--- config.mk ---
export PLATFORM = sky130hd
export DESIGN_NAME = gpio_port_runtime_events
export DESIGN_NICKNAME = d
export VERILOG_FILES = /design/src/rtl/gpio_rt_pkg.sv /design/src/rtl/gpio_event_capture.sv /design/src/rtl/gpio_port_runtime_events.sv
export SDC_FILE = /design/constraint.sdc
export NUM_CORES = 1
export LEC_CHECK = 0
export BUFFER_PORTS_ARGS = -buffer_cell sky130_fd_sc_hd__buf_2
export CAP_MARGIN = 10
export CORE_ASPECT_RATIO = 1.75
export CORE_MARGIN = 2
export CORE_UTILIZATION = 45
export DETAILED_ROUTE_END_ITERATION = 16
export PLACE_DENSITY = 0.71
export SLEW_MARGIN = 20
export SYNTH_ARGS = -nofsm -noshare
export SYNTH_HDL_FRONTEND = slang
export SYNTH_HIERARCHICAL = 1
export SYNTH_SLANG_ARGS = --single-unit
--- constraint.sdc ---
create_clock -name clk_i -period 1.5 [get_ports clk_i]
set_input_delay 0.225 -clock clk_i [delete_from_list [all_inputs] [get_ports clk_i]]
set_output_delay 0.225 -clock clk_i [all_outputs]
set_load 0.1 [all_outputs]
--- src/rtl/gpio_rt_pkg.sv ---
package gpio_rt_pkg;

  // ==========================================================================
  // port geometry
  localparam int unsigned PIN_COUNT = 8;

  // ==========================================================================
  // runtime register indexes on the host register port
  localparam logic [1:0] OUT_LATCH_IDX = 2'h0;
  localparam logic [1:0] PIN_LEVEL_IDX = 2'h1;
  localparam logic [1:0] NOTIFY_MASK_IDX = 2'h2;
  localparam logic [1:0] CAPTURE_FLAG_IDX = 2'h3;

  // ==========================================================================
  // reset values
  localparam logic [7:0] OUT_LATCH_RST = 8'hff;
  localparam logic [7:0] PIN_LEVEL_RST = 8'h00;
  localparam logic [7:0] NOTIFY_MASK_RST = 8'h00;
  localparam logic [7:0] CAPTURE_FLAG_RST = 8'h00;
  localparam logic [7:0] RDATA_RST = 8'h00;

  // ==========================================================================
  // host access request
  typedef struct packed {
    logic wr;
    logic rd;
    logic [1:0] idx;
    logic [7:0] wdata;
  } host_req_t;

  // per-pin configuration, held outside this block
  typedef struct packed {
    logic out_en;
    logic open_drain;
    logic lock;
    logic level_trig;
    logic polarity;
  } pin_cfg_t;

  // pin drive pair
  typedef struct packed {
    logic [7:0] level;
    logic [7:0] oe;
  } pin_drive_t;

endpackage : gpio_rt_pkg

--- src/rtl/gpio_event_capture.sv ---
`timescale 1ns/1ps
`default_nettype none

module gpio_event_capture
  import gpio_rt_pkg::*;
(
  input wire logic clk_i, // system clock
  input wire logic rst_n_i, // sync reset, active low
  input wire logic [7:0] level_i, // sampled pin levels
  input wire gpio_rt_pkg::pin_cfg_t [7:0] cfg_i, // per-pin trigger setup
  input wire logic [7:0] clear_i, // write-one-to-clear strobes
  output logic [7:0] flags_o // capture flags
);

  // ==========================================================================
  // detection
  logic [7:0] prev_r;
  logic [7:0] prev_nxt;
  logic [7:0] flags_r;
  logic [7:0] flags_nxt;
  logic [7:0] hit;

  always_comb
  begin
    prev_nxt = level_i;
    hit = '0;
    for (int i = 0; i < 8; i++)
    begin
      if (cfg_i[i].level_trig)
      begin
        hit[i] = (level_i[i] == cfg_i[i].polarity);
      end
      else
      begin
        hit[i] = (level_i[i] != prev_r[i]) && (level_i[i] == cfg_i[i].polarity);
      end
    end
    // set wins over clear; mask plays no part here
    flags_nxt = (flags_r & ~clear_i) | hit;
  end

  always_ff @(posedge clk_i)
  begin
    if (!rst_n_i)
    begin
      prev_r <= PIN_LEVEL_RST;
      flags_r <= CAPTURE_FLAG_RST;
    end
    else
    begin
      prev_r <= prev_nxt;
      flags_r <= flags_nxt;
    end
  end

  assign flags_o = flags_r;

endmodule : gpio_event_capture

`default_nettype wire

--- src/rtl/gpio_port_runtime_events.sv ---
`timescale 1ns/1ps
`default_nettype none

module gpio_port_runtime_events
  import gpio_rt_pkg::*;
(
  input wire logic clk_i, // system clock, 125 MHz
  input wire logic rst_n_i, // sync reset, active low
  input wire gpio_rt_pkg::host_req_t req_i, // host register access
  output logic [7:0] rdata_o, // read data, valid cycle after rd
  input wire gpio_rt_pkg::pin_cfg_t [7:0] pin_cfg_i, // per-pin configuration
  input wire logic [7:0] pin_i, // pin levels seen at the pads
  output logic [7:0] pin_o, // pin drive levels
  output logic [7:0] pin_oe_o, // pin output enables, high drives
  output logic notify_o // system notification level
);

  // ==========================================================================
  // register state
  logic [7:0] out_latch_r;
  logic [7:0] out_latch_nxt;
  logic [7:0] notify_mask_r;
  logic [7:0] notify_mask_nxt;
  logic [7:0] pin_level_r;
  logic [7:0] pin_level_nxt;
  logic [7:0] rdata_r;
  logic [7:0] rdata_nxt;
  pin_drive_t drive_r;
  pin_drive_t drive_nxt;
  logic notify_r;
  logic notify_nxt;
  logic [7:0] flags;
  logic [7:0] clear;

  function automatic logic hit_idx(input host_req_t r, input logic [1:0] idx);
    hit_idx = r.wr && (r.idx == idx);
  endfunction : hit_idx

  // ==========================================================================
  // event capture
  gpio_event_capture u_capture (
    .clk_i(clk_i),
    .rst_n_i(rst_n_i),
    .level_i(pin_level_r),
    .cfg_i(pin_cfg_i),
    .clear_i(clear),
    .flags_o(flags)
  );

  // ==========================================================================
  // next state
  always_comb
  begin
    out_latch_nxt = out_latch_r;
    notify_mask_nxt = notify_mask_r;
    clear = '0;
    rdata_nxt = rdata_r;
    pin_level_nxt = pin_i;
    if (hit_idx(req_i, OUT_LATCH_IDX))
    begin
      for (int i = 0; i < 8; i++)
      begin
        if (!pin_cfg_i[i].lock)
        begin
          out_latch_nxt[i] = req_i.wdata[i];
        end
      end
    end
    if (hit_idx(req_i, NOTIFY_MASK_IDX))
    begin
      notify_mask_nxt = req_i.wdata;
    end
    if (hit_idx(req_i, CAPTURE_FLAG_IDX))
    begin
      clear = req_i.wdata;
    end
    if (req_i.rd)
    begin
      unique case (req_i.idx)
        OUT_LATCH_IDX: rdata_nxt = out_latch_r;
        PIN_LEVEL_IDX: rdata_nxt = pin_level_r;
        NOTIFY_MASK_IDX: rdata_nxt = notify_mask_r;
        CAPTURE_FLAG_IDX: rdata_nxt = flags;
      endcase
    end
    for (int i = 0; i < 8; i++)
    begin
      drive_nxt.level[i] = out_latch_nxt[i];
      // open drain releases a high bit instead of driving it
      drive_nxt.oe[i] = pin_cfg_i[i].out_en && !(pin_cfg_i[i].open_drain && out_latch_nxt[i]);
    end
    notify_nxt = |(flags & notify_mask_r);
  end

  // ==========================================================================
  // registers
  always_ff @(posedge clk_i)
  begin
    if (!rst_n_i)
    begin
      out_latch_r <= OUT_LATCH_RST;
      notify_mask_r <= NOTIFY_MASK_RST;
      pin_level_r <= PIN_LEVEL_RST;
      rdata_r <= RDATA_RST;
      drive_r.level <= OUT_LATCH_RST;
      drive_r.oe <= '0;
      notify_r <= 1'b0;
    end
    else
    begin
      out_latch_r <= out_latch_nxt;
      notify_mask_r <= notify_mask_nxt;
      pin_level_r <= pin_level_nxt;
      rdata_r <= rdata_nxt;
      drive_r <= drive_nxt;
      notify_r <= notify_nxt;
    end
  end

  assign rdata_o = rdata_r;
  assign pin_o = drive_r.level;
  assign pin_oe_o = drive_r.oe;
  assign notify_o = notify_r;

endmodule : gpio_port_runtime_events

`default_nettype wire

==> Yosys cells after proc, flatten, opt, wreduce, memory -nomap -nowiden <==
Index checks and enable logic that the tools add are counted.
{ "totals": {"out_inout_bits": 25, "in_bits": 62, "register_bits": 57, "elab_cells": 87} }
{ "op_classes": {"reduce_logical": 37, "bitwise_logic": 4, "n_mux": 19, "n_eq_ne": 19} }
{ "op_table": {"columns": ["cell", "count"], "rows": [
  ["$pmux 8 s4", 1],
  ["$logic_and 1x1->1", 27],
  ["$and 8x8->8", 2],
  ["$mux 1", 16],
  ["$mux 8", 2],
  ["$eq 1x1->1", 8],
  ["$logic_not 1->1", 8],
  ["$ne 1x1->1", 8],
  ["$not 8->8", 1],
  ["$or 8x8->8", 1],
  ["$reduce_or 8->1", 1],
  ["$eq 2x2->1 const B", 2],
  ["$eq 2x1->1 const B", 1],
  ["$logic_not 2->1", 1]
]} }

==> Depth between registers and ports, before layout <==
Gate-level depths: netlist of the first run.
{ "depth": {"ltp_word": 6, "ltp_mapped": 6, "mapped_depth_nobuf": 4} }

==> Cells and area by module <==
Netlist of the first run, hierarchy kept.
{ "modules_own_cells": {"columns": ["module", "cells_each", "area_each_um2", "seq_area_each_um2", "instances"], "rows": [
  ["gpio_port_runtime_events", 154, 1860.5, 820.8, 1],
  ["gpio_event_capture", 81, 732.0, 320.3, 1]
]} }

==> Least setup slack after synthesis of the first run <==
No wires, ideal clock.
{ "synth_path": {"path_type": "register -> register", "from": "register pin_o[0] (netlist name)", "to": "register rdata_r[0], in the netlist rdata_o[0]", "setup_ps": 67, "n_path_buf": 0, "arrival_time_ps": 1484, "stages_incl_launch_ff": 4, "t_required_ps": 1433, "path_slack_ps": -52, "synth_period_minus_slack_ps": 1552, "cell_sequence": "dfxtp_1 -> mux4_2 -> mux2i_1 -> nor2_1"} }
{ "synth_lines": {"columns": ["element", "line_no", "source"], "rows": [
  ["end signal: assignment", "gpio_port_runtime_events.sv:114", "rdata_r <= rdata_nxt;"],
  ["end: declaration", "gpio_port_runtime_events.sv:26", "logic [7:0] rdata_r;"]
]} }

==> Worst setup path in the final report of the first run <==
{ "layout_path": {"from": "register drive_r (netlist bit pin_o[5])", "to": "output pin_o[5]"} }
{ "layout_lines": {"columns": ["element", "line_no", "source"], "rows": [
  ["start: declaration", "gpio_port_runtime_events.sv:28", "pin_drive_t drive_r;"],
  ["start signal: assignment", "gpio_port_runtime_events.sv:115", "drive_r <= drive_nxt;"],
  ["end: declaration", "gpio_port_runtime_events.sv:13", "output logic [7:0] pin_o,"]
]} }
No word-level cell between the ends.

==> flow_summary.yaml, run 1 <==
status:
  outcome: "finished clean"
pwr:
  pwr-share-comb: 0.155
  p_int_uw: 3200
  p_leak_uw: 0.00167
  pwr-share-seq: 0.385
  p_sw_uw: 1070
  clkPwrFrac: 0.460
  swShare: 0.250
  cellPowerDensity_nw_per_um2: 1260
  ir_worst_vdd_uv: 703
placed_design:
  gp_routability_congestion: 0.797
  port_buffers: 86
  hpwl_mm: 4.66
logic_synthesis:
  ys_seq_area_frac: 0.440
  yosys.cell_types.count: 23
  yosys_warnings: 6
  ys_top_cells_by_area: "dfxtp_1, mux2i_1, nor4b_4"
  synth_area_leader_cell: "dfxtp_1"
  syn_area_per_cell_um2: 11.0
  syn_area_um2: 2590
  synth-seq-cells: 57
  synth_top_area_share: 0.440
  synthCells: 235
  synthesis.nets: 297
floorplanning:
  start_util: 0.464
  dieArea_um2: 6410
  fp.coreArea_um2: 5590
  floorplan.rows: 36
  ioPinCount: 87
  die_width_um: 61.4
  dieHeight_um: 104
cells_and_area:
  nFillCells: 518
  seq_area_um2: 1150
  drive_gt1_frac: 0.427
  antenna_cells: 0
  nets: 394
  areaGrowthSynthToFinish_pct: 31.0
  multi_input_area_um2: 1300
clocking:
  clkTransAtPathRegs_ns: 0.06
  cts_hold_buf: 0
  clock_sink_count: 57
  ctsResizeCount: 0
  clockRootBuffer: "clkbuf_8"
  cts_tree: "built"
  cts_buffers: 9
  clk_latency_ns: 0.33
  clockBufferDepth: 2
  ctsHtreeMaxLevel: 3
  cts_setup_buffers: 0
sta:
  rsz0062_at_grt: "false"
  tns_ns: 0
  report.final.slew_viol_count: 0
  layout_min_cycle_time_ns: 1.36
  worst_pin_slew_ns: 0.497
  hold_viol: 0
  fmax_ghz: 0.735
  final.setup_skew_ns: 0.00672
  hold_slack_ns: 0.0907
  relSlewSlack: 0.671
  post-route-period-util: 0.907
  finalSetupViolCount: 0
route:
  drc: 0
  vias: 2052
  routed_via_density: 4.97
  wl_per_cell_um: 14.5
  antenna_left: 0
  drt_iter0_drc: 97
  dr.pass1.iters: 4
  finalWirelength_mm: 6.00
setup_path:
  start_kind: "register"
  slowest_delay_ns: 0.44
  end_kind: "primary output"
  path_buf_inv: 1
  cp.required_ns: 1.27
  path_class: "reg -> out"
  crit_arrival_ns: 1.14
  cp_cell_sequence: "buf_2"
  crit_family: "buffers and inverters"
  cp_max_fo: 3
  crit_slowest_cell: "buf_2"
global_routing:
  grt_pass1_wl_mm: 9.67
  grt_max_degree: 26
  overflow: 0
  grt_usage: 0.207
  grt_pass1_vias: 2066
  antenna_found_initial: 0
flow_run:
  max_cap_violations: 0
hold_path:
  min_path_type: "in -> reg"
[stage by stage]
step            util  setup WS [ns]  instance area (um^2)  power [uW]  cells
6_report       0.608          0.139                  3400        4260    413
5_1_grt        0.608          0.113                  3400        4430    413
4_1_cts        0.608          0.122                  3400        4320    413
3_5_place_dp   0.558          0.118                  3120        2340    397
3_3_place_gp   0.558          0.142                  3120        2330    397
2_1_floorplan      -         0.0879                  2600        2150    235
[routing by layer]
metal,vias to the layer above,global-route usage,share of wire
li1,1008,-,-
met1,971,0.214,0.37
met2,65,0.365,0.56
met3,8,0.0535,0.041
met4,0,0.0988,0.022
met5,-,0,0
[power groups by stage]
stage | sequential, uW | combinational (uW) | clock, uW
floorplan | 1890 | 266 | 0
global placement | 1680 | 652 | 0
detailed placement | 1680 | 662 | 0
CTS | 1640 | 665 | 2010
global route | 1650 | 703 | 2070
finish | 1640 | 659 | 1960
[final timing paths]
kind	start	endpoint	slack [ns]	depth (start not counted)
min	pin_i[4]	pin_level_r[4]	0.09	2
max	pin_o[5]	pin_o[5]	0.14	1
min reg2reg	rdata_o[6]	rdata_o[6]	0.48	2
max reg2reg	notify_mask_r[2]	rdata_o[2]	0.37	3
[sequential cells by signal, summed over array words and instances (netlist names)]
| register | count |
|---|---|
| rdata_o | 8 |
| notify_o | 1 |
| pin_oe_o | 8 |
| u_capture/prev_r | 8 |
| u_capture/flags_o | 8 |
| notify_mask_r | 8 |
| pin_level_r | 8 |
| pin_o | 8 |
[area by class of cell]
| type | count | share of cell area |
|---|---|---|
| Tap cell | 76 | 0.0280 |
| Multi-Input combinational cell | 151 | 0.384 |
| Clock inverter | 5 | 0.0368 |
| Timing Repair Buffer | 96 | 0.149 |
| Sequential cell | 57 | 0.339 |
| Inverter | 17 | 0.0188 |
| Clock buffer | 11 | 0.0446 |
[cell usage after synthesis (all sizes together)]
library cell and instances:
nand2 16, buf 7, clkbuf 3, nor2 24
mux2i 24, nor3 8, nor2b 8, a22oi 4
dfxtp 57, nor4b 8, o211a 8, o31a 8
nand3b 1, a21oi 8, clkinv 1, inv 16
a41oi 1, and3 1, and2 24, mux4 8
[logic make-up (layout without fill, tap and decap cells)]
group,Yosys count,in the layout,synth area share
mux,32,32,0.162
compound gates,29,29,0.0883
flops,57,57,0.440
buf+inv,27,129,0.0569
simple gates,90,90,0.252
[cells in the final DEF, fill, tap and decap left out, types with 8 or more instances in the layout]
master and n:
o211a_1 8, clkbuf_8 11, nor2_1 24, nor4b_4 8
nand2_1 16, dfxtp_1 49, nor2b_4 8, inv_1 16
dfxtp_2 8, mux4_2 8, nor3_1 8, buf_2 86
buf_4 10, a21oi_1 8, and2_1 24, mux2i_1 24
o31a_1 8
No activity file was read; power rests on OpenSTA's default activity.
==> run 2, diff against run 1 <==
--- a/config.mk
+++ b/config.mk
@@ -9,9 +9,9 @@
 export CAP_MARGIN = 10
 export CORE_ASPECT_RATIO = 1.75
 export CORE_MARGIN = 2
-export CORE_UTILIZATION = 45
+export CORE_UTILIZATION = 54
 export DETAILED_ROUTE_END_ITERATION = 16
-export PLACE_DENSITY = 0.71
+export PLACE_DENSITY = 0.81
 export SLEW_MARGIN = 20
 export SYNTH_ARGS = -nofsm -noshare
 export SYNTH_HDL_FRONTEND = slang
==> constraint.sdc (replaced) <==
create_clock -name clk_i -period 1.7 [get_ports clk_i]
set_input_delay 0.255 -clock clk_i [delete_from_list [all_inputs] [get_ports clk_i]]
set_output_delay 0.255 -clock clk_i [all_outputs]
set_load 0.1 [all_outputs]
==> run 2 against run 1 <==
Net effect:
- sequential power fell by 12%
- worst setup slack improved by 0.15 ns
- utilization rose by 8.9 points
- global-route usage rose by 1.8 points
- final area fell by 4.3%
- power fell by 27%
- critical path depth did not move
- critical path type unchanged
- highest routed layer unchanged
==> flow_summary.yaml, run 2 (synthesis gave the netlist of run 1 again) <==
status:
  outcome: "finished clean"
route:
  vias: 2018
  dr.pass1.iters: 4
  wl_per_cell_um: 14.5
  drc: 0
  drt_iter0_drc: 38
  finalWirelength_mm: 5.61
  routed_via_density: 5.21
  antenna_left: 0
flow_run:
  max_cap_violations: 0
pwr:
  cellPowerDensity_nw_per_um2: 959
  ir_worst_vdd_uv: 788
  p_leak_uw: 0.00162
setup_path:
  crit_slowest_cell: "buf_2"
  path_class: "reg -> out"
  slowest_delay_ns: 0.46
  cp_max_fo: 3
  cp.required_ns: 1.44
  end_kind: "primary output"
  crit_arrival_ns: 1.16
  crit_family: "buffers and inverters"
  start_kind: "register"
  path_buf_inv: 1
  cp_cell_sequence: "buf_2"
clocking:
  clockRootBuffer: "clkbuf_8"
  cts_setup_buffers: 0
  clock_sink_count: 57
  cts_buffers: 9
  clockBufferDepth: 2
  ctsHtreeMaxLevel: 3
  ctsResizeCount: 0
  cts_tree: "built"
  clk_latency_ns: 0.32
  clkTransAtPathRegs_ns: 0.06
  cts_hold_buf: 0
global_routing:
  overflow: 0
  antenna_found_initial: 0
  grt_pass1_wl_mm: 9.18
  grt_max_degree: 41
  grt_usage: 0.225
  grt_pass1_vias: 2032
sta:
  worst_slack_ns: 0.284
  final.setup_skew_ns: 0.00670
  layout_min_cycle_time_ns: 1.42
  finalSetupViolCount: 0
  tns_ns: 0
  worst_pin_slew_ns: 0.501
  fmax_ghz: 0.706
  post-route-period-util: 0.833
  rsz0062_at_grt: "false"
  report.final.slew_viol_count: 0
  relSlewSlack: 0.668
  hold_viol: 0
cells_and_area:
  nFillCells: 397
  stdcell_area_um2: 3250
  layout_common_cells: "buf_2, dfxtp_1, and2_1, mux2i_1, nor2_1"
  drive_gt1_frac: 0.394
  areaGrowthSynthToFinish_pct: 25.4
  final_common_cell: "buf_2"
  nets: 392
  final_cell_count_no_fill: 387
  fin_util: 0.697
  antenna_cells: 0
floorplanning:
  ioPinCount: 87
  dieHeight_um: 95.7
  floorplan.rows: 33
  die_width_um: 56.4
  fp.coreArea_um2: 4670
  dieArea_um2: 5390
  start_util: 0.556
placed_design:
  place_area_um2: 3080
  gp_routability_congestion: 0.791
  hpwl_mm: 4.44
  dp_slack_ns: 0.119
  port_buffers: 86
  dpl.cell_count: 371
hold_path:
  min_path_type: "in -> reg"
## run 2: cell types whose count changed in the layout (fill, tap and decap cells not counted)
| cell | delta |
|---|---|
| clkbuf_1 | +2 |
| dfxtp_1 | +8 |
| buf_12 | +1 |
| bufinv_16 | -4 |
| clkinv_2 | +2 |
| buf_4 | -3 |
| dfxtp_2 | -8 |
## run 2: path summary, 6_finish.rpt
kind,startpoint,to,slack (ns),cells past startpoint
hold / removal,pin_i[1],pin_level_r[1],0.13,2
hold reg to reg,rdata_o[7],rdata_o[7],0.49,2
setup / recovery,pin_o[0],pin_o[0],0.28,1
setup reg to reg,pin_o[4],rdata_o[4],0.56,3
## run 2: power breakdown
part / total, uW / switching, uW / internal (uW)
Combinational: 576 / 360 / 216
Clock: 1090 / 487 / 601
Sequential: 1450 / 45.7 / 1410
Total: 3120 / 893 / 2220
## run 2: layer usage
metal	vias to the layer above	GRT usage	wire length [um]
li1	1003	-	-
met5	-	0	0
met4	0	0.117	97
met2	70	0.416	3160
met3	8	0.0583	297
met1	937	0.229	2060
## run 2: layout make-up
class | instances | area (um^2) | share of cell area
Timing Repair Buffer | 94 | 503 | 0.155
Sequential cell | 57 | 1140 | 0.351
Tap cell | 52 | 65.1 | 0.0200
Multi-Input combinational cell | 151 | 1300 | 0.401
Clock buffer | 13 | 159 | 0.0489
Clock inverter | 3 | 15.0 | 0.00462
Inverter | 17 | 63.8 | 0.0196
## run 2: stage by stage
| step | hold slack [ns] | total power (uW) |
|---|---|---|
| 2_1_floorplan | 0.377 | 1900 |
| 3_3_place_gp | 0.456 | 2050 |
| 3_5_place_dp | 0.460 | 2060 |
| 4_1_cts | 0.118 | 3140 |
| 5_1_grt | 0.128 | 3240 |
| 6_report | 0.133 | 3120 |
==> run 3, diff against run 2 <==
--- a/config.mk
+++ b/config.mk
@@ -9,9 +9,9 @@
 export CAP_MARGIN = 10
 export CORE_ASPECT_RATIO = 1.75
 export CORE_MARGIN = 2
-export CORE_UTILIZATION = 54
+export CORE_UTILIZATION = 45
 export DETAILED_ROUTE_END_ITERATION = 16
-export PLACE_DENSITY = 0.81
+export PLACE_DENSITY = 0.71
 export SLEW_MARGIN = 20
 export SYNTH_ARGS = -nofsm -noshare
 export SYNTH_HDL_FRONTEND = slang
==> constraint.sdc (replaced) <==
create_clock -name clk_i -period 1.1 [get_ports clk_i]
set_input_delay 0.165 -clock clk_i [delete_from_list [all_inputs] [get_ports clk_i]]
set_output_delay 0.165 -clock clk_i [all_outputs]
set_load 0.1 [all_outputs]
==> run 3 against run 2 <==
Net effect:
- the flow now finishes with violations (negative setup slack)
- via count up 8.9%
- sequential power up 55%
- first-iteration DRC count up 29%
- sequential share of layout area down 5.4 points
- largest cell class unchanged
- clock-buffer cell count down 3
- critical path depth up 1
- clock skew down 0.0014 ns
- die area up 19%
- hold slack worse by 0.11 ns
- utilization up 2.0 points
- worst setup slack worse by 0.32 ns
- power up 68%
==> flow_summary.yaml, run 3 (synthesis gave the netlist of run 1 again) <==
clocking:
  cts_buffers: 9
  clkTransAtPathRegs_ns: 0.07
  clockBufferDepth: 2
  cts_tree: "built"
  clk_latency_ns: 0.34
  ctsHtreeMaxLevel: 3
  clock_sink_count: 57
  clockRootBuffer: "clkbuf_8"
setup_path:
  path_class: "reg -> out"
  cp.required_ns: 0.94
  start_kind: "register"
  crit_arrival_ns: 0.97
  cp_max_fo: 2
  reg2reg_depth: 3
  end_kind: "primary output"
global_routing:
  grt_max_degree: 28
  grt_usage: 0.219
  grt_pass1_wl_mm: 10.3
  grt_pass1_vias: 2255
  overflow: 0
  antenna_found_initial: 0
route:
  wl_per_cell_um: 14.6
  finalWirelength_mm: 6.40
  vias: 2198
  drc: 0
  drt_iter0_drc: 49
  antenna_left: 0
  dr.pass1.iters: 5
  routed_via_density: 5.01
placed_design:
  gp_routability_congestion: 0.837
  port_buffers: 86
  dp_slack_ns: -0.385
  hpwl_mm: 4.99
  place_area_um2: 3740
sta:
  finalSetupViolCount: 12
  worst_pin_slew_ns: 0.249
  post-route-period-util: 1.03
  report.final.slew_viol_count: 0
  rsz0062_at_grt: "true"
  relSlewSlack: 0.829
  fmax_ghz: 0.880
  final.setup_skew_ns: 0.00530
  hold_viol: 0
  hold_slack_ns: 0.0240
  layout_min_cycle_time_ns: 1.14
  worst_slack_ns: -0.0358
floorplanning:
  dieArea_um2: 6410
  die_width_um: 61.4
  dieHeight_um: 104
  ioPinCount: 87
  start_util: 0.464
  fp.coreArea_um2: 5590
  floorplan.rows: 36
hold_path:
  min_path_type: "in -> reg"
  worstHoldPathCells: 2
cells_and_area:
  nets: 420
  final_common_cell: "buf_2"
  seq_area_um2: 1190
  antenna_cells: 0
  nFillCells: 431
  drive_gt1_frac: 0.529
  multi_input_area_um2: 1330
  fin_util: 0.717
  areaGrowthSynthToFinish_pct: 54.4
  layout_common_cells: "buf_2, dfxtp_1, buf_12"
  stdcell_area_um2: 4000
pwr:
  cellPowerDensity_nw_per_um2: 1310
  p_total_uw: 5230
  ir_worst_vdd_uv: 975
  p_leak_uw: 0.00191
status:
  outcome: "finished, violations left"
  violations: "negative setup slack"
flow_run:
  max_cap_violations: 0
-- run 3: repair_timing --
item                                    CTS  global route
pin swaps                                 0             1
endpoints found under the hold margin     0             0
hold buffers                              0             0
setup buffers                             2             2
endpoints found under the setup margin   13            29
resized for setup                        11             7
gates cloned                              0             0
-- run 3: power by group --
part,switching [uW],internal (uW)
registers,84.9,2160
clock network,816,1030
logic,598,536
total,1500,3730
-- run 3: final timing paths --
path                       start                   to  slack [ns]
setup / recovery        pin_o[2]             pin_o[2]       -0.04
hold / removal          pin_i[3]       pin_level_r[3]        0.02
setup reg to reg        pin_o[2]           rdata_o[2]       -0.03
hold reg to reg   pin_level_r[1]  u_capture/prev_r[1]        0.50
-- run 3: metal layers --
| metal | track usage | vias to the layer above | routed length [um] |
|---|---|---|---|
| met2 | 0.384 | 69 | 3720 |
| met4 | 0.128 | 0 | 255 |
| met1 | 0.226 | 1045 | 2170 |
| met3 | 0.0435 | 20 | 253 |
| li1 | - | 1064 | - |
| met5 | 0 | - | 0 |
-- run 3: critical path, cell delays in order (launching register included) --
cell	delay (ns)
dfxtp_4	0.35
buf_6	0.12
buf_12	0.15
-- run 3: per-stage QoR --
stage               std cells  TNS, ns
floorplan                 235    -1.45
global placement          419    -9.67
detailed placement        419   -10.96
CTS                       437   -0.397
global route              439   -0.723
finish                    439   -0.267
-- run 3: layout make-up --
class / count / area share
flip-flops and latches: 57 / 0.297
inverters: 17 / 0.0159
clock inverters: 6 / 0.0147
repair buffers: 122 / 0.284
well taps: 76 / 0.0238
multi-input cells: 151 / 0.333
clock buffers: 10 / 0.0319
